`config.mk`:
```
export PLATFORM = sky130hd
export DESIGN_NAME = bts_top
export DESIGN_NICKNAME = d
export VERILOG_FILES = /design/src/bts_pkg.sv /design/src/bts_in_if.sv /design/src/bts_top.sv /design/src/bts_sync.sv
export SDC_FILE = /design/constraint.sdc
export NUM_CORES = 1
export LEC_CHECK = 0
export BUFFER_PORTS_ARGS = -buffer_cell sky130_fd_sc_hd__buf_2
export CORE_MARGIN = 1.5
export CORE_UTILIZATION = 45
export CTS_CLUSTER_DIAMETER = 100
export DETAILED_ROUTE_END_ITERATION = 10
export PLACE_DENSITY_LB_ADDON = 0.1
export SLEW_MARGIN = 30
export SYNTH_ARGS = -nofsm -noshare
export SYNTH_HDL_FRONTEND = slang
export SYNTH_HIERARCHICAL = 1
export SYNTH_SLANG_ARGS = --single-unit
```
`constraint.sdc`:
```
create_clock -name clock -period 3 [get_ports clock]
set_input_delay 0.45 -clock clock [delete_from_list [all_inputs] [get_ports clock]]
set_output_delay 0.45 -clock clock [all_outputs]
set_load 0.02 [all_outputs]
```
`src/bts_pkg.sv`:
```
// shared constants for the bus transfer scheme logic
package bts_pkg;
  // clock and time base
  localparam int CLK_PERIOD_NS = 10;
  localparam int MS_NS         = 1000000;
  localparam int MS_CYCLES     = MS_NS / CLK_PERIOD_NS;

  // register byte offsets
  localparam logic [7:0] CTRL_OFS    = 8'h00;
  localparam logic [7:0] XDLY_OFS    = 8'h04;
  localparam logic [7:0] UVDLY_OFS   = 8'h08;
  localparam logic [7:0] STATUS_OFS  = 8'h0C;

  // control fields and reset values
  localparam int         CTRL_ROLE_LSB  = 0;
  localparam int         CTRL_BLKDBL    = 2;
  localparam logic [1:0] ROLE_RST       = 2'h0;
  localparam logic       BLKDBL_RST     = 1'b0;
  localparam logic [15:0] XDLY_RST      = 16'h0064;
  localparam logic [15:0] UVDLY_RST     = 16'h01F4;

  // unit roles
  localparam logic [1:0] ROLE_INC1 = 2'h0;
  localparam logic [1:0] ROLE_INC2 = 2'h1;
  localparam logic [1:0] ROLE_TIE  = 2'h2;

  // synchronised input vector positions
  localparam int NIN          = 16;
  localparam int IN_LOCKOUT   = 0;
  localparam int IN_SRCTRIP   = 1;
  localparam int IN_ROPEN     = 2;
  localparam int IN_RCLOSE    = 3;
  localparam int IN_BLKXFER   = 4;
  localparam int IN_SELTRIP   = 5;
  localparam int IN_BRKCLOSED = 6;
  localparam int IN_SRCDEAD   = 7;
  localparam int IN_BUSLIVE   = 8;
  localparam int IN_LINELIVE  = 9;
  localparam int IN_SYNCOK    = 10;
  localparam int IN_REQ1      = 11;
  localparam int IN_REQ2      = 12;
  localparam int IN_PEERUV    = 13;
  localparam int IN_PEERBLK   = 14;
  localparam int IN_PEERCLS   = 15;
endpackage : bts_pkg

```
`src/bts_in_if.sv`:
```
// carrier for raw and synchronised discrete inputs
`timescale 1ns/1ns
interface bts_in_if;
  logic [bts_pkg::NIN-1:0] raw;
  logic [bts_pkg::NIN-1:0] sync;
  modport syncer (input raw, output sync);
  modport user   (output raw, input sync);
endinterface : bts_in_if

```
`src/bts_top.sv`:
```
// transfer scheme control logic for incomer or bus-tie unit with apb setup
//
// The register offsets and the APB slave port are this design's own decisions.
`timescale 1ns/1ns
module bts_top #(
  parameter int MS_CYCLES = bts_pkg::MS_CYCLES
) (
  input  wire logic        clock,
  input  wire logic        srst,
  input  wire logic        psel,
  input  wire logic        penable,
  input  wire logic        pwrite,
  input  wire logic [7:0]  paddr,
  input  wire logic [31:0] pwdata,
  output logic [31:0]      prdata,
  output logic             pready,
  output logic             pslverr,
  input  wire logic [15:0] pins_in,
  output logic             trip_out,
  output logic             close_out,
  output logic             out3,
  output logic             out4,
  output logic             out5,
  output logic             out6,
  output logic             out7,
  output logic             not_ready
);
  bts_in_if pin_if ();
  assign pin_if.raw = pins_in;
  bts_sync u_sync (
    .clock (clock),
    .srst  (srst),
    .pins  (pin_if.syncer)
  );

  function automatic logic rise(input logic cur, input logic prev);
    rise = cur & ~prev;
  endfunction : rise

  // synchronised inputs by name
  logic [bts_pkg::NIN-1:0] s;
  logic [bts_pkg::NIN-1:0] prev_q;
  assign s = pin_if.sync;
  wire lockout  = s[bts_pkg::IN_LOCKOUT];
  wire srctrip  = s[bts_pkg::IN_SRCTRIP];
  wire blkxfer  = s[bts_pkg::IN_BLKXFER];
  wire seltrip  = s[bts_pkg::IN_SELTRIP];
  wire brk_cls  = s[bts_pkg::IN_BRKCLOSED];
  wire srcdead  = s[bts_pkg::IN_SRCDEAD];
  wire buslive  = s[bts_pkg::IN_BUSLIVE];
  wire linelive = s[bts_pkg::IN_LINELIVE];
  wire syncok   = s[bts_pkg::IN_SYNCOK];
  wire peeruv   = s[bts_pkg::IN_PEERUV];
  wire peerblk  = s[bts_pkg::IN_PEERBLK];
  wire peercls  = s[bts_pkg::IN_PEERCLS];
  wire ropen_p  = rise(s[bts_pkg::IN_ROPEN], prev_q[bts_pkg::IN_ROPEN]);
  wire rclose_p = rise(s[bts_pkg::IN_RCLOSE], prev_q[bts_pkg::IN_RCLOSE]);
  wire req1_p   = rise(s[bts_pkg::IN_REQ1], prev_q[bts_pkg::IN_REQ1]);
  wire req2_p   = rise(s[bts_pkg::IN_REQ2], prev_q[bts_pkg::IN_REQ2]);

  // apb register file
  logic [1:0]  role_q;
  logic        blkdbl_q;
  logic [15:0] xdly_q;
  logic [15:0] uvdly_q;
  logic [31:0] prdata_q;
  logic        pready_q;
  logic        pslverr_q;
  logic [31:0] status_w;

  // address decode and read mux
  wire setup_w  = psel & ~penable;
  wire access_w = psel & penable & pready_q;
  wire hit_ctrl = (paddr == bts_pkg::CTRL_OFS);
  wire hit_xdly = (paddr == bts_pkg::XDLY_OFS);
  wire hit_uvd  = (paddr == bts_pkg::UVDLY_OFS);
  wire hit_stat = (paddr == bts_pkg::STATUS_OFS);
  wire mapped_w = hit_ctrl | hit_xdly | hit_uvd | hit_stat;
  wire [31:0] rd_w = hit_ctrl ? {29'h0, blkdbl_q, role_q} :
                     hit_xdly ? {16'h0, xdly_q} :
                     hit_uvd  ? {16'h0, uvdly_q} :
                     hit_stat ? status_w : 32'h0;
  wire bad_wr   = pwrite & hit_stat;

  // one wait-free access phase; read data loaded in setup
  always_ff @(posedge clock) begin
    if (srst) begin
      pready_q  <= 1'b0;
      pslverr_q <= 1'b0;
      prdata_q  <= 32'h0;
    end else begin
      pready_q  <= setup_w;
      pslverr_q <= setup_w & (~mapped_w | bad_wr);
      if (setup_w) prdata_q <= pwrite ? 32'h0 : rd_w;
    end
  end

  // role and settings written by software
  always_ff @(posedge clock) begin
    if (srst) begin
      role_q   <= bts_pkg::ROLE_RST;
      blkdbl_q <= bts_pkg::BLKDBL_RST;
      xdly_q   <= bts_pkg::XDLY_RST;
      uvdly_q  <= bts_pkg::UVDLY_RST;
    end else if (access_w & pwrite) begin
      if (hit_ctrl) role_q   <= pwdata[bts_pkg::CTRL_ROLE_LSB +: 2];
      if (hit_ctrl) blkdbl_q <= pwdata[bts_pkg::CTRL_BLKDBL];
      if (hit_xdly) xdly_q   <= pwdata[15:0];
      if (hit_uvd)  uvdly_q  <= pwdata[15:0];
    end
  end

  // millisecond time base
  logic [16:0] presc_q;
  wire ms_tick = (presc_q == 17'(MS_CYCLES - 1));
  always_ff @(posedge clock) begin
    if (srst) presc_q <= 17'h0;
    else presc_q <= ms_tick ? 17'h0 : presc_q + 17'h1;
  end

  // role decode
  wire is_tie = (role_q == bts_pkg::ROLE_TIE);
  wire is_inc = (role_q == bts_pkg::ROLE_INC1) |
                (role_q == bts_pkg::ROLE_INC2);

  // undervoltage timing
  logic [15:0] uv_cnt_q;
  logic [15:0] xd_cnt_q;
  wire uv4_exp = srcdead & (uv_cnt_q >= uvdly_q);
  wire dbl_loss = srcdead & peeruv;

  // timed undervoltage accumulates whole milliseconds of source loss
  always_ff @(posedge clock) begin
    if (srst) uv_cnt_q <= 16'h0;
    else if (~srcdead) uv_cnt_q <= 16'h0;
    else if (ms_tick & ~uv4_exp) uv_cnt_q <= uv_cnt_q + 16'h1;
  end

  // other-source delay restarts while peer is low
  wire xd_run = (xd_cnt_q < xdly_q);
  always_ff @(posedge clock) begin
    if (srst) xd_cnt_q <= 16'h0;
    else if (peeruv) xd_cnt_q <= 16'h0;
    else if (ms_tick & xd_run) xd_cnt_q <= xd_cnt_q + 16'h1;
  end

  // incomer trip causes
  // double loss with blocking off still trips
  // double loss with blocking on holds breaker closed
  wire uv_trip   = uv4_exp & ~(dbl_loss & blkdbl_q);
  // undervoltage request withheld on double loss
  wire uv_req    = uv4_exp & ~dbl_loss;
  // lockout and source trip start a transfer
  wire inc_init  = is_inc & (lockout | srctrip | uv_trip);
  wire inc_req   = is_inc & (lockout | srctrip | uv_req);
  // bus tie trips after parallel with restored incomer
  wire tie_sel   = is_tie & seltrip & peercls & brk_cls;

  // transfer state
  logic req_q;
  logic open_q;
  logic cpend_q;
  logic pend1_q;
  logic pend2_q;
  logic close_q;
  logic out3_q;
  logic out4_q;
  logic out57_q;
  logic nr_q;

  // request follows own breaker and drops when it opens
  wire req_d = (req_q | inc_req) & brk_cls;

  // open latched until the breaker reads open
  wire open_d = (open_q | ropen_p | inc_init | tie_sel) & brk_cls;

  // manual close pending until closed or opened
  wire cpend_d = (cpend_q | rclose_p) & ~ropen_p & ~brk_cls & ~open_q;

  // bus tie remembers each incomer request
  wire pend1_d = is_tie & (pend1_q | req1_p) & ~ropen_p & ~brk_cls;
  wire pend2_d = is_tie & (pend2_q | req2_p) & ~ropen_p & ~brk_cls;

  // both sides live blocks close on request
  wire both_live = buslive & linelive;
  wire tie_auto  = ~both_live &
                   ((pend1_q & ~buslive) | (pend2_q & ~linelive));
  wire man_ok    = cpend_q & syncok & ~(is_inc & inc_init);
  wire close_d   = ~brk_cls & ~open_d & (man_ok | (is_tie & tie_auto));

  // peer undervoltage and its delay hold not ready
  wire nr_d      = is_inc & (peeruv | xd_run | blkxfer | peerblk | srcdead);
  // outputs 5 and 7 show ready and closed
  wire out57_d   = is_inc & brk_cls & ~nr_d;

  always_ff @(posedge clock) begin
    if (srst) begin
      prev_q  <= '0;
      req_q   <= 1'b0;
      open_q  <= 1'b0;
      cpend_q <= 1'b0;
      pend1_q <= 1'b0;
      pend2_q <= 1'b0;
      close_q <= 1'b0;
      out3_q  <= 1'b0;
      out4_q  <= 1'b0;
      out57_q <= 1'b0;
      nr_q    <= 1'b0;
    end else begin
      prev_q  <= s;
      req_q   <= req_d;
      open_q  <= open_d;
      cpend_q <= cpend_d;
      pend1_q <= pend1_d;
      pend2_q <= pend2_d;
      close_q <= close_d;
      out3_q  <= is_inc & peeruv;
      // each incomer picks it up on loss of its own source
      out4_q  <= is_inc & srcdead;
      out57_q <= out57_d;
      nr_q    <= nr_d;
    end
  end

  // status word for software
  assign status_w = {16'h0, role_q, dbl_loss, uv4_exp, cpend_q,
                     pend2_q, pend1_q, nr_q, open_q, close_q,
                     out3_q, out4_q, out57_q, req_q, brk_cls, srcdead};

  // outputs straight from flip-flops
  assign prdata    = prdata_q;
  assign pready    = pready_q;
  assign pslverr   = pslverr_q;
  assign trip_out  = open_q;
  assign close_out = close_q;
  assign out3      = out3_q;
  assign out4      = out4_q;
  assign out5      = out57_q;
  assign out6      = req_q;
  assign out7      = out57_q;
  assign not_ready = nr_q;

  // assertions
  req_drop_a: assert property (@(posedge clock) disable iff (srst)
    !brk_cls |=> !out6)
    else $error("close request held with breaker open");

  lock_trip_a: assert property (@(posedge clock) disable iff (srst)
    (is_inc && lockout && brk_cls) |=> (trip_out && out6))
    else $error("lockout did not trip and request");

  src_trip_a: assert property (@(posedge clock) disable iff (srst)
    (is_inc && srctrip && brk_cls) |=> (trip_out && out6))
    else $error("source trip did not trip and request");

  live_block_a: assert property (@(posedge clock) disable iff (srst)
    (is_tie && both_live && !cpend_q) |=> !close_out)
    else $error("bus tie closed with both sides live");

  dead_bus_a: assert property (@(posedge clock) disable iff (srst)
    (is_tie && pend1_q && !buslive && !brk_cls && !open_d)
      |=> close_out)
    else $error("bus tie did not close on dead bus");

  dead_line_a: assert property (@(posedge clock) disable iff (srst)
    (is_tie && pend2_q && !linelive && !brk_cls && !open_d)
      |=> close_out)
    else $error("bus tie did not close on dead line");

  ropen_a: assert property (@(posedge clock) disable iff (srst)
    (ropen_p && brk_cls) |=> trip_out)
    else $error("remote open did not trip");

  sync_hold_a: assert property (@(posedge clock) disable iff (srst)
    (is_inc && !syncok) |=> !close_out)
    else $error("incomer closed without synchronism");

  uv_out4_a: assert property (@(posedge clock) disable iff (srst)
    is_inc && $rose(srcdead) |=> out4)
    else $error("output 4 late on source loss");

  peer_uv_a: assert property (@(posedge clock) disable iff (srst)
    (is_inc && peeruv) |=> (out3 && not_ready && !out5))
    else $error("peer undervoltage not shown");

  dbl_hold_a: assert property (@(posedge clock) disable iff (srst)
    (is_inc && dbl_loss && blkdbl_q && !lockout && !srctrip &&
     !ropen_p && !open_q) |=> !trip_out)
    else $error("double loss tripped while blocked");

  blk_xfer_a: assert property (@(posedge clock) disable iff (srst)
    (is_inc && blkxfer) |=> (not_ready && !out5 && !out7))
    else $error("block transfer not honoured");
endmodule : bts_top

```
`src/bts_sync.sv`:
```
// two-stage synchroniser bank for the discrete inputs
`timescale 1ns/1ns
module bts_sync (
  input  wire logic   clock,
  input  wire logic   srst,
  bts_in_if.syncer    pins
);
  logic [bts_pkg::NIN-1:0] meta_q;
  logic [bts_pkg::NIN-1:0] sync_q;

  // first stage feeds only the second stage
  always_ff @(posedge clock) begin
    if (srst) begin
      meta_q <= '0;
      sync_q <= '0;
    end else begin
      meta_q <= pins.raw;
      sync_q <= meta_q;
    end
  end

  assign pins.sync = sync_q;
endmodule : bts_sync

```
* Word level (Yosys, flattened, before mapping)
Index checks and enable logic that the tools add are counted.
** Operators by class
- Shifts and indexed selects :: 0
- Divide/modulo/power cells :: 0
- Bitwise logic cells :: 88
- Reductions and logical operators :: 8
- Multipliers :: 0
- Add/sub/neg operators :: 3
- Eq/ne operators :: 6
- $lt $le $gt $ge :: 2
- Muxes and demuxes :: 5
** Operator list (number)
- $mux W16 :: 5
- $and A1 B1 Y1 :: 48
- $add A16 B1 Y16 const B :: 2
- $or A1 B1 Y1 :: 21
- $not A1 Y1 :: 19
- $add A17 B1 Y17 const B :: 1
- $eq A17 B17 Y1 const B :: 1
- $eq A8 B4 Y1 const B :: 2
- $ge A16 B16 Y1 :: 1
- $lt A16 B16 Y1 :: 1
- $eq A8 B3 Y1 const B :: 1
- $logic_not A8 Y1 :: 1
- $reduce_and A2 Y1 :: 3
- $reduce_or A2 Y1 :: 3
- $eq A2 B1 Y1 const B :: 1
- $eq A2 B2 Y1 const B :: 1
- $logic_not A2 Y1 :: 1
** Word-level totals
- Output and inout bits :: 42
- Word-level logic and storage cells :: 135
- Bits in registers :: 173
- Memory bits (writable) :: 0
- Latch bits :: 0
- ROM bits :: 0
- Memories kept :: 0
- Input port bits :: 61

* Depth between registers and ports, before layout
Gate-level depths: netlist of run 1.
- Word-level depth :: 12
- Depth in mapped cells :: 9

* Modules after synthesis
Netlist of run 1, hierarchy kept.
** By module, submodules not included
- bts_top :: times used 1, area an instance 6213.5 µm², cells each 760, seq. area each 2322.2 µm²
- bts_sync :: times used 1, area an instance 863.3 µm², cells each 67, seq. area each 640.6 µm²

* Least setup slack after synthesis of run 1
No wires, ideal clock.
- Path type :: register to register
- From :: register xdly_q[4]
- To :: register xd_cnt_q[11]
- Setup slack :: 789 ps
- Cell stages (with the launch flop) :: 9
- Required time :: 2930 ps
- Setup time :: 70 ps
- Period minus slack after synthesis :: 2211 ps
- Arrival time :: 2141 ps
- Cell sequence :: dfxtp_1 -> inv_1 -> ha_1 -> o211a_1 -> a221oi_2 -> o211ai_2 -> buf_6 -> or4_1 -> a21oi_1
** On the way
- Longest elaborated chain between the ends :: 2
** RTL lines
- start, declared :: RTL line bts_top.sv:64 : logic [15:0] xdly_q;
- start signal, assigned :: RTL line bts_top.sv:103 : xdly_q <= bts_pkg::XDLY_RST;
- start signal, assigned :: RTL line bts_top.sv:108 : if (hit_xdly) xdly_q <= pwdata[15:0];
- $lt A16 B16 Y1 :: RTL line bts_top.sv:140 : wire xd_run = (xd_cnt_q < xdly_q);
- $and A1 B1 Y1 :: RTL line bts_top.sv:144 : else if (ms_tick & xd_run) xd_cnt_q <= xd_cnt_q + 16'h1;
- end signal, assigned :: RTL line bts_top.sv:144
- end, declared :: RTL line bts_top.sv:128 : logic [15:0] xd_cnt_q;
No other way between the ends.
A chain may end at the register's enable or synchronous reset.

* Final worst setup path of run 1
- From :: register xdly_q[10]
- To :: register xd_cnt_q[12]
The elaborated chain is that of the path after synthesis.

==> run_results.csv, run 1 <==
group,metric,value,unit
clock_tree,worstSkewPairLatency,420,ps
clock_tree,ctsHoldBuffers,0,
timing,rsz0062_at_grt,"no",
timing,clock_skew,6.20,ps
die,fp.dieW,128,µm
grt,overflow,0,
die,io_pins,103,
grt,antenna_found_initial,0,
clock_tree,cts_tree,"yes",
die,rows,45,
run_status,outcome,"completed",
synth,netlist_top_cells_area,"dfxtp_1 42%, ha_1 6.0%, nand2_1 5.5%",
synth,ys_types,63,
routing,drt_iter0_drc,290,
synth,async_reset_ff_share,0,%
timing,fin_setup_tns,0,ps
setup_path,required,3350,ps
timing,max_freq,0.365,GHz
routing,drt_wl_total,16800,µm
clock_tree,cts_sinks,148,
synth,synth_edf_count,0,
cells_and_area,layout.area.seq,2960,µm²
timing,setup_violations,0,
cells_and_area,multi_input_area,3680,µm²
setup_path,start_kind,"flop",
synth,synth_top_area_share,41.9,%
grt,grt_pass1_wl,28200,µm
setup_path,crit_arrival,3090,ps
place,place_congestion,0.820,
cells_and_area,nets,976,
synth,synth_area,7080,µm²
setup_path,cp_common_cell,"a21oi_1",
setup_path,worstSetupPathType,"flop to flop",
synth,postSynthCellCount,827,
setup_path,slowest_delay,570,ps
synth,ys_ff_latch,148,
synth,synth_flop_cell,"dfxtp_1",
cells_and_area,final_cell_mix,"148 x dfxtp_1, 104 x nand2_1, 70 x buf_2, 67 x a21oi_1, 57 x nor2_1",
die,core_area,15300,µm²
place,io_buffers,70,
clock_tree,post_cts_resized,0,
routing,routedWlPerCell,15.2,µm
timing,maxSlewHeadroom,45.1,%
timing,timing.hold.ws,234,ps
cells_and_area,antennaDiodeCount,0,
routing,viasPerCell,5.26,
timing,hold_viol_final,0,
clock_tree,htree_levels,4,
min_path,hp-class,"input pin to flop",
setup_path,critPathBufInv,1,
power_and_ir_drop,p_per_area,552,nW/µm²
power_and_ir_drop,vdd_drop_max,0.000374,V
cells_and_area,synthToLayoutAreaGrowth,15.1,%
die,die_h,128,µm
setup_path,cpLargestDelayFamily,"compound AO/OA/AOI/OAI gates",
die,die_area,16500,µm²
grt,grt_util_all_layers,21.9,%
synth,ys_seq_area_share,41.9,%
timing,tightest_slew,823,ps
grt,grt_max_degree,98,
clock_tree,clk_pin_slew_worst_paths,60,ps
routing,antenna_left,0,
place,dpl.hpwl,12400,µm
synth,avgSynthCellArea,8.56,µm²
clock_tree,cts-buffers-inserted,17,
power_and_ir_drop,leakagePower,0.00327,µW
clock_tree,clk_path_buf_depth,2,
grt,grt_pass1_vias,5705,
die,start_util,46.4,%
timing,final_max_slew_viol_count,0,
setup_path,worstPathCellList,"inv_1, ha_1, a21oi_1, a211oi_1, a211oi_2, o2111ai_1, or4_1, a21oi_1",
setup_path,critPathCaptureType,"flop",
routing,vias,5803,
cells_and_area,fillCellCount,1462,
routing,drcViolationCount,0,
setup_path,worst_path_max_delay_cell,"or4_1",
cells_and_area,layout_commonest_cell,"dfxtp_1",
synth,yosysWarnings,6,
job,maxCapViolations,0,
timing,min_period,2740,ps
clock_tree,cts_setup_buffers,0,
clock_tree,clock-root-buffer,"clkbuf_16",
timing,finalCritPeriodShare,91.2,%
cells_and_area,drive_gt1_share,13.9,%
routing,drt_first_pass_iters,5,
setup_path,path_max_fanout,11,
synth,synth_top_cell_by_area,"dfxtp_1",
[cell type report]
cell class / instances / area share, %
clock buffers: 19 / 5.32
well taps: 211 / 3.24
multi-input cells: 588 / 45.1
clock inverters: 12 / 2.52
inverters: 48 / 2.21
repair buffers: 78 / 5.19
flip-flops and latches: 148 / 36.4
[power breakdown]
part | internal (µW) | switching, µW
Clock | 1480 | 833
Combinational | 61.3 | 116
Sequential | 1990 | 14.5
Total | 3530 | 963
[Yosys cell counts, types with 3 or more instances]
library cell / instances
a211o_1: 10
a211oi_1: 8
a21o_1: 12
a21oi_1: 67
a22oi_1: 3
and2_1: 3
and3_1: 5
and4_1: 3
buf_1: 3
buf_4: 21
clkbuf_1: 30
dfxtp_1: 148
ha_1: 34
inv_1: 48
mux2i_1: 29
nand2_1: 104
nand2b_1: 17
nand3_1: 30
nand3b_1: 6
nand4_1: 12
nor2_1: 57
nor2b_1: 46
nor3_1: 7
o2111ai_1: 3
o21a_1: 3
o21ai_0: 42
o31ai_1: 3
or2_2: 4
or3_1: 8
or4_1: 5
xnor2_1: 6
xor2_1: 9
[layer usage]
layer	wire length, µm	GRT usage [%]	vias up
li1	-	-	2918
met1	7680	27.7	2707
met2	7850	36.3	157
met3	839	4.82	21
met4	409	8.86	0
met5	0	0	-
[state kept, by name, indices dropped and copies added, names as in the netlist, 2 cells and up]
signal and count:
u_sync/pins.sync 16, role_q 2, uvdly_q 16, presc_q 17, uv_cnt_q 16, prdata 16
xdly_q 16, u_sync/meta_q 16, prev_q 4, xd_cnt_q 16
[final timing paths]
| path | start | end | slack [ps] | cells after the start |
|---|---|---|---|---|
| worst max-delay path | xdly_q[10] | xd_cnt_q[12] | 260 | 8 |
| worst min-delay path | pins_in[15] | u_sync/meta_q[15] | 230 | 2 |
| worst max register to register | xdly_q[10] | xd_cnt_q[12] | 260 | 8 |
| worst min register to register | u_sync/meta_q[3] | u_sync/pins.sync[3] | 440 | 1 |
[logic make-up after synthesis]
| group | synth area share (%) |
|---|---|
| AO/OA/AOI/OAI | 15.8 |
| XOR/XNOR | 1.86 |
| adder cells (fa/ha/maj) | 6.01 |
| buffers and inverters | 7.02 |
| flip-flops | 41.9 |
| multiplexers | 4.42 |
| other | 0.0530 |
| AND/OR/NAND/NOR | 23.0 |
[stage by stage]
step | utilization (%) | worst slack, ps | cells | power, µW | cell area [µm²]
finish | 53.4 | 263 | 1104 | 4490 | 8140
global route | 53.4 | 79.6 | 1104 | 4640 | 8140
CTS | 53.4 | 285 | 1104 | 4540 | 8140
detailed placement | 49.2 | 308 | 1073 | 2230 | 7510
global placement | 49.2 | 409 | 1073 | 2230 | 7510
floorplan | - | 789 | 842 | 2180 | 7130
Power figures use the tool's default switching activity.
==> inputs of run 2 (changes only) <==
--- a/config.mk
+++ b/config.mk
@@ -14,5 +14,4 @@
 export SLEW_MARGIN = 30
 export SYNTH_ARGS = -nofsm -noshare
 export SYNTH_HDL_FRONTEND = slang
-export SYNTH_HIERARCHICAL = 1
 export SYNTH_SLANG_ARGS = --single-unit
==> run 2 against run 1 <==
Effect of this change:
- synthesized cell count grew 1.9%
- wire length grew 4.6%
- critical endpoint is now uv_cnt_q[5]
- hold slack lost 1.4 ps
- register-to-register slack lost 60 ps
- highest routed layer unchanged
- clock-buffer cell count is the same
- critical path type unchanged
- cell count grew 1.1%
- final area grew 0.71%
- first-iteration DRC count grew 56%
- critical path depth is the same
- sequential share of layout area shrank 0.26 points
- total power shrank 0.73%
- clock skew grew 2.5 ps
==> run_results.csv, run 2 <==
group,metric,value,unit
power_and_ir_drop,vdd_drop_max,0.000409,V
synth,async_reset_ff_share,0,%
die,start_util,46.4,%
cells_and_area,multi_input_area,3690,µm²
power_and_ir_drop,swShare,21.7,%
timing,max_freq,0.358,GHz
place,dpl.hpwl,12600,µm
power_and_ir_drop,leakagePower,0.00320,µW
min_path,min_to,"u_sync.meta_q[2]",
timing,setup_violations,0,
job,maxCapViolations,0,
clock_tree,cts_tree,"yes",
clock_tree,worstSkewPairLatency,430,ps
die,rows,45,
setup_path,timing.rr.start,"uv_cnt_q[13]",
routing,viasPerCell,5.42,
clock_tree,clock-root-buffer,"clkbuf_16",
cells_and_area,drive_gt1_share,13.5,%
setup_path,crit_arrival,3140,ps
synth,synth.most_common_cell,"dfxtp_1",
setup_path,required,3340,ps
timing,maxSlewHeadroom,45.6,%
routing,wl_met1,8470,µm
die,die_area,16500,µm²
min_path,hold_depth,2,
synth,ys_seq_area_share,41.9,%
routing,drt_first_pass_iters,4,
grt,grt_pass1_wl,28800,µm
clock_tree,cts_setup_buffers,0,
cells_and_area,final_cell_mix,"148 x dfxtp_1, 101 x nand2_1, 71 x a21oi_1, 69 x buf_2, 58 x nor2_1",
place,io_buffers,70,
timing,fin_setup_tns,0,ps
setup_path,worstSetupPathType,"flop to flop",
place,place_congestion,0.851,
setup_path,worstReg2RegEnd,"uv_cnt_q[5]",
grt,grt_util_all_layers,22.5,%
timing,finalCritPeriodShare,93.2,%
timing,clock_skew,8.71,ps
setup_path,ff2ff_path_depth,8,
power_and_ir_drop,clkPwrFrac,50.7,%
cells_and_area,layout.area.seq,2960,µm²
setup_path,critPathCaptureType,"flop",
routing,vias,6051,
setup_path,reg2reg_slack,200,ps
power_and_ir_drop,seqPwrFrac,45.1,%
cells_and_area,layout_commonest_cell,"dfxtp_1",
die,die_h,128,µm
routing,highest_layer,"met4",
cells_and_area,largest_reg_flops,17,
timing,timing.hold.ws,233,ps
synth,synth_edf_count,0,
power_and_ir_drop,p_per_area,544,nW/µm²
synth,synth_top_cell_by_area,"dfxtp_1",
timing,hold_viol_final,0,
synth,avgSynthCellArea,8.39,µm²
routing,routedWlPerCell,15.7,µm
cells_and_area,synthToLayoutAreaGrowth,16.0,%
grt,grt_max_degree,62,
synth,synth_top_area_share,41.9,%
timing,final_max_slew_viol_count,0,
synth,yosysWarnings,0,
routing,drt_wl_total,17600,µm
clock_tree,post_cts_resized,0,
power_and_ir_drop,p_sw,969,µW
timing,min_period,2800,ps
clock_tree,cts-buffers-inserted,17,
routing,drcViolationCount,0,
setup_path,start_kind,"flop",
synth,ys_types,47,
routing,drt_iter0_drc,451,
grt,antenna_found_initial,0,
die,core_area,15300,µm²
clock_tree,ctsHoldBuffers,0,
cells_and_area,largest_register,"presc_q",
grt,overflow,0,
cells_and_area,fillCellCount,1426,
synth,postSynthCellCount,843,
clock_tree,cts_sinks,148,
clock_tree,clk_path_buf_depth,2,
clock_tree,clk_pin_slew_worst_paths,60,ps
synth,ys_ff_latch,148,
routing,routed-wl-met3,788,µm
min_path,min_from,"pins_in[2]",
power_and_ir_drop,total_power,4460,µW
die,io_pins,103,
clock_tree,htree_levels,4,
routing,wl_met2,8000,µm
cells_and_area,antennaDiodeCount,0,
cells_and_area,nets,988,
synth,netlist_top_cells_area,"dfxtp_1 42%, ha_1 6.0%, nand2_1 5.4%",
die,fp.dieW,128,µm
setup_path,path_max_fanout,30,
synth,synth_area,7070,µm²
timing,tightest_slew,815,ps
run_status,outcome,"completed",
power_and_ir_drop,internal_power,3490,µW
grt,grt_pass1_vias,5720,
timing,rsz0062_at_grt,"no",
power_and_ir_drop,combPwrFrac,4.2,%
synth,synth_flop_cell,"dfxtp_1",
synth,synth_common_cells,"148 x dfxtp_1, 101 x nand2_1, 71 x a21oi_1, 58 x nor2_1, 45 x nand3_1",
routing,antenna_left,0,
min_path,hp-class,"input pin to flop",
==> run 2: power groups by stage <==
stage               registers, µW  clock network, µW  logic (µW)
floorplan                    2050                  0         134
finish                       2010               2260         188
global placement             2050                  0         184
CTS                          2010               2300         189
detailed placement           2050                  0         188
global route                 2010               2390         209
==> run 2: final cells by class <==
class,instances,area share (%)
Inverter,43,1.97
Tap cell,211,3.22
Multi-Input combinational cell,599,44.9
Timing Repair Buffer,84,6.04
Clock inverter,12,2.18
Clock buffer,19,5.52
Sequential cell,148,36.1
==> run 2: logic make-up after synthesis <==
group	share of synthesized area [%]
other	0.0530
AO/OA/AOI/OAI	14.3
buffers and inverters	6.97
flip-flops	41.9
adder cells (fa/ha/maj)	6.01
XOR/XNOR	1.86
AND/OR/NAND/NOR	24.3
multiplexers	4.63
==> run 2: through the flow <==
step | instance area [µm²] | util, % | setup slack [ps] | instances
2_1_floorplan | 7130 | - | 517 | 858
3_3_place_gp | 7570 | 49.6 | 308 | 1085
3_5_place_dp | 7570 | 49.6 | 230 | 1085
4_1_cts | 8200 | 53.8 | 207 | 1116
5_1_grt | 8200 | 53.8 | 58.7 | 1116
6_report | 8200 | 53.8 | 205 | 1116
==> run 2: worst max path at each step <==
| stage | start | endpoint | cells past startpoint |
|---|---|---|---|
| floorplan | uvdly_q[13] | out6 | 9 |
| finish | uv_cnt_q[13] | uv_cnt_q[5] | 8 |
| global route | uv_cnt_q[13] | uv_cnt_q[11] | 8 |
| CTS | uv_cnt_q[13] | uv_cnt_q[5] | 8 |
| detailed placement | uvdly_q[13] | uv_cnt_q[5] | 9 |
| global placement | uvdly_q[13] | uv_cnt_q[15] | 9 |
==> run 2: worst max-delay path, stage by stage (launching register included) <==
cell and delay [ps]:
dfxtp_1 410, ha_1 280, a21o_1 180, a21o_1 170
a2111o_1 430, o31a_1 370, buf_12 210, or4_1 480
a21oi_1 180
==> run 2: per-layer routing <==
layer | vias up | track usage [%]
met4 | 0 | 7.80
li1 | 3011 | -
met1 | 2854 | 30.0
met5 | - | 0
met2 | 164 | 36.4
met3 | 22 | 4.74
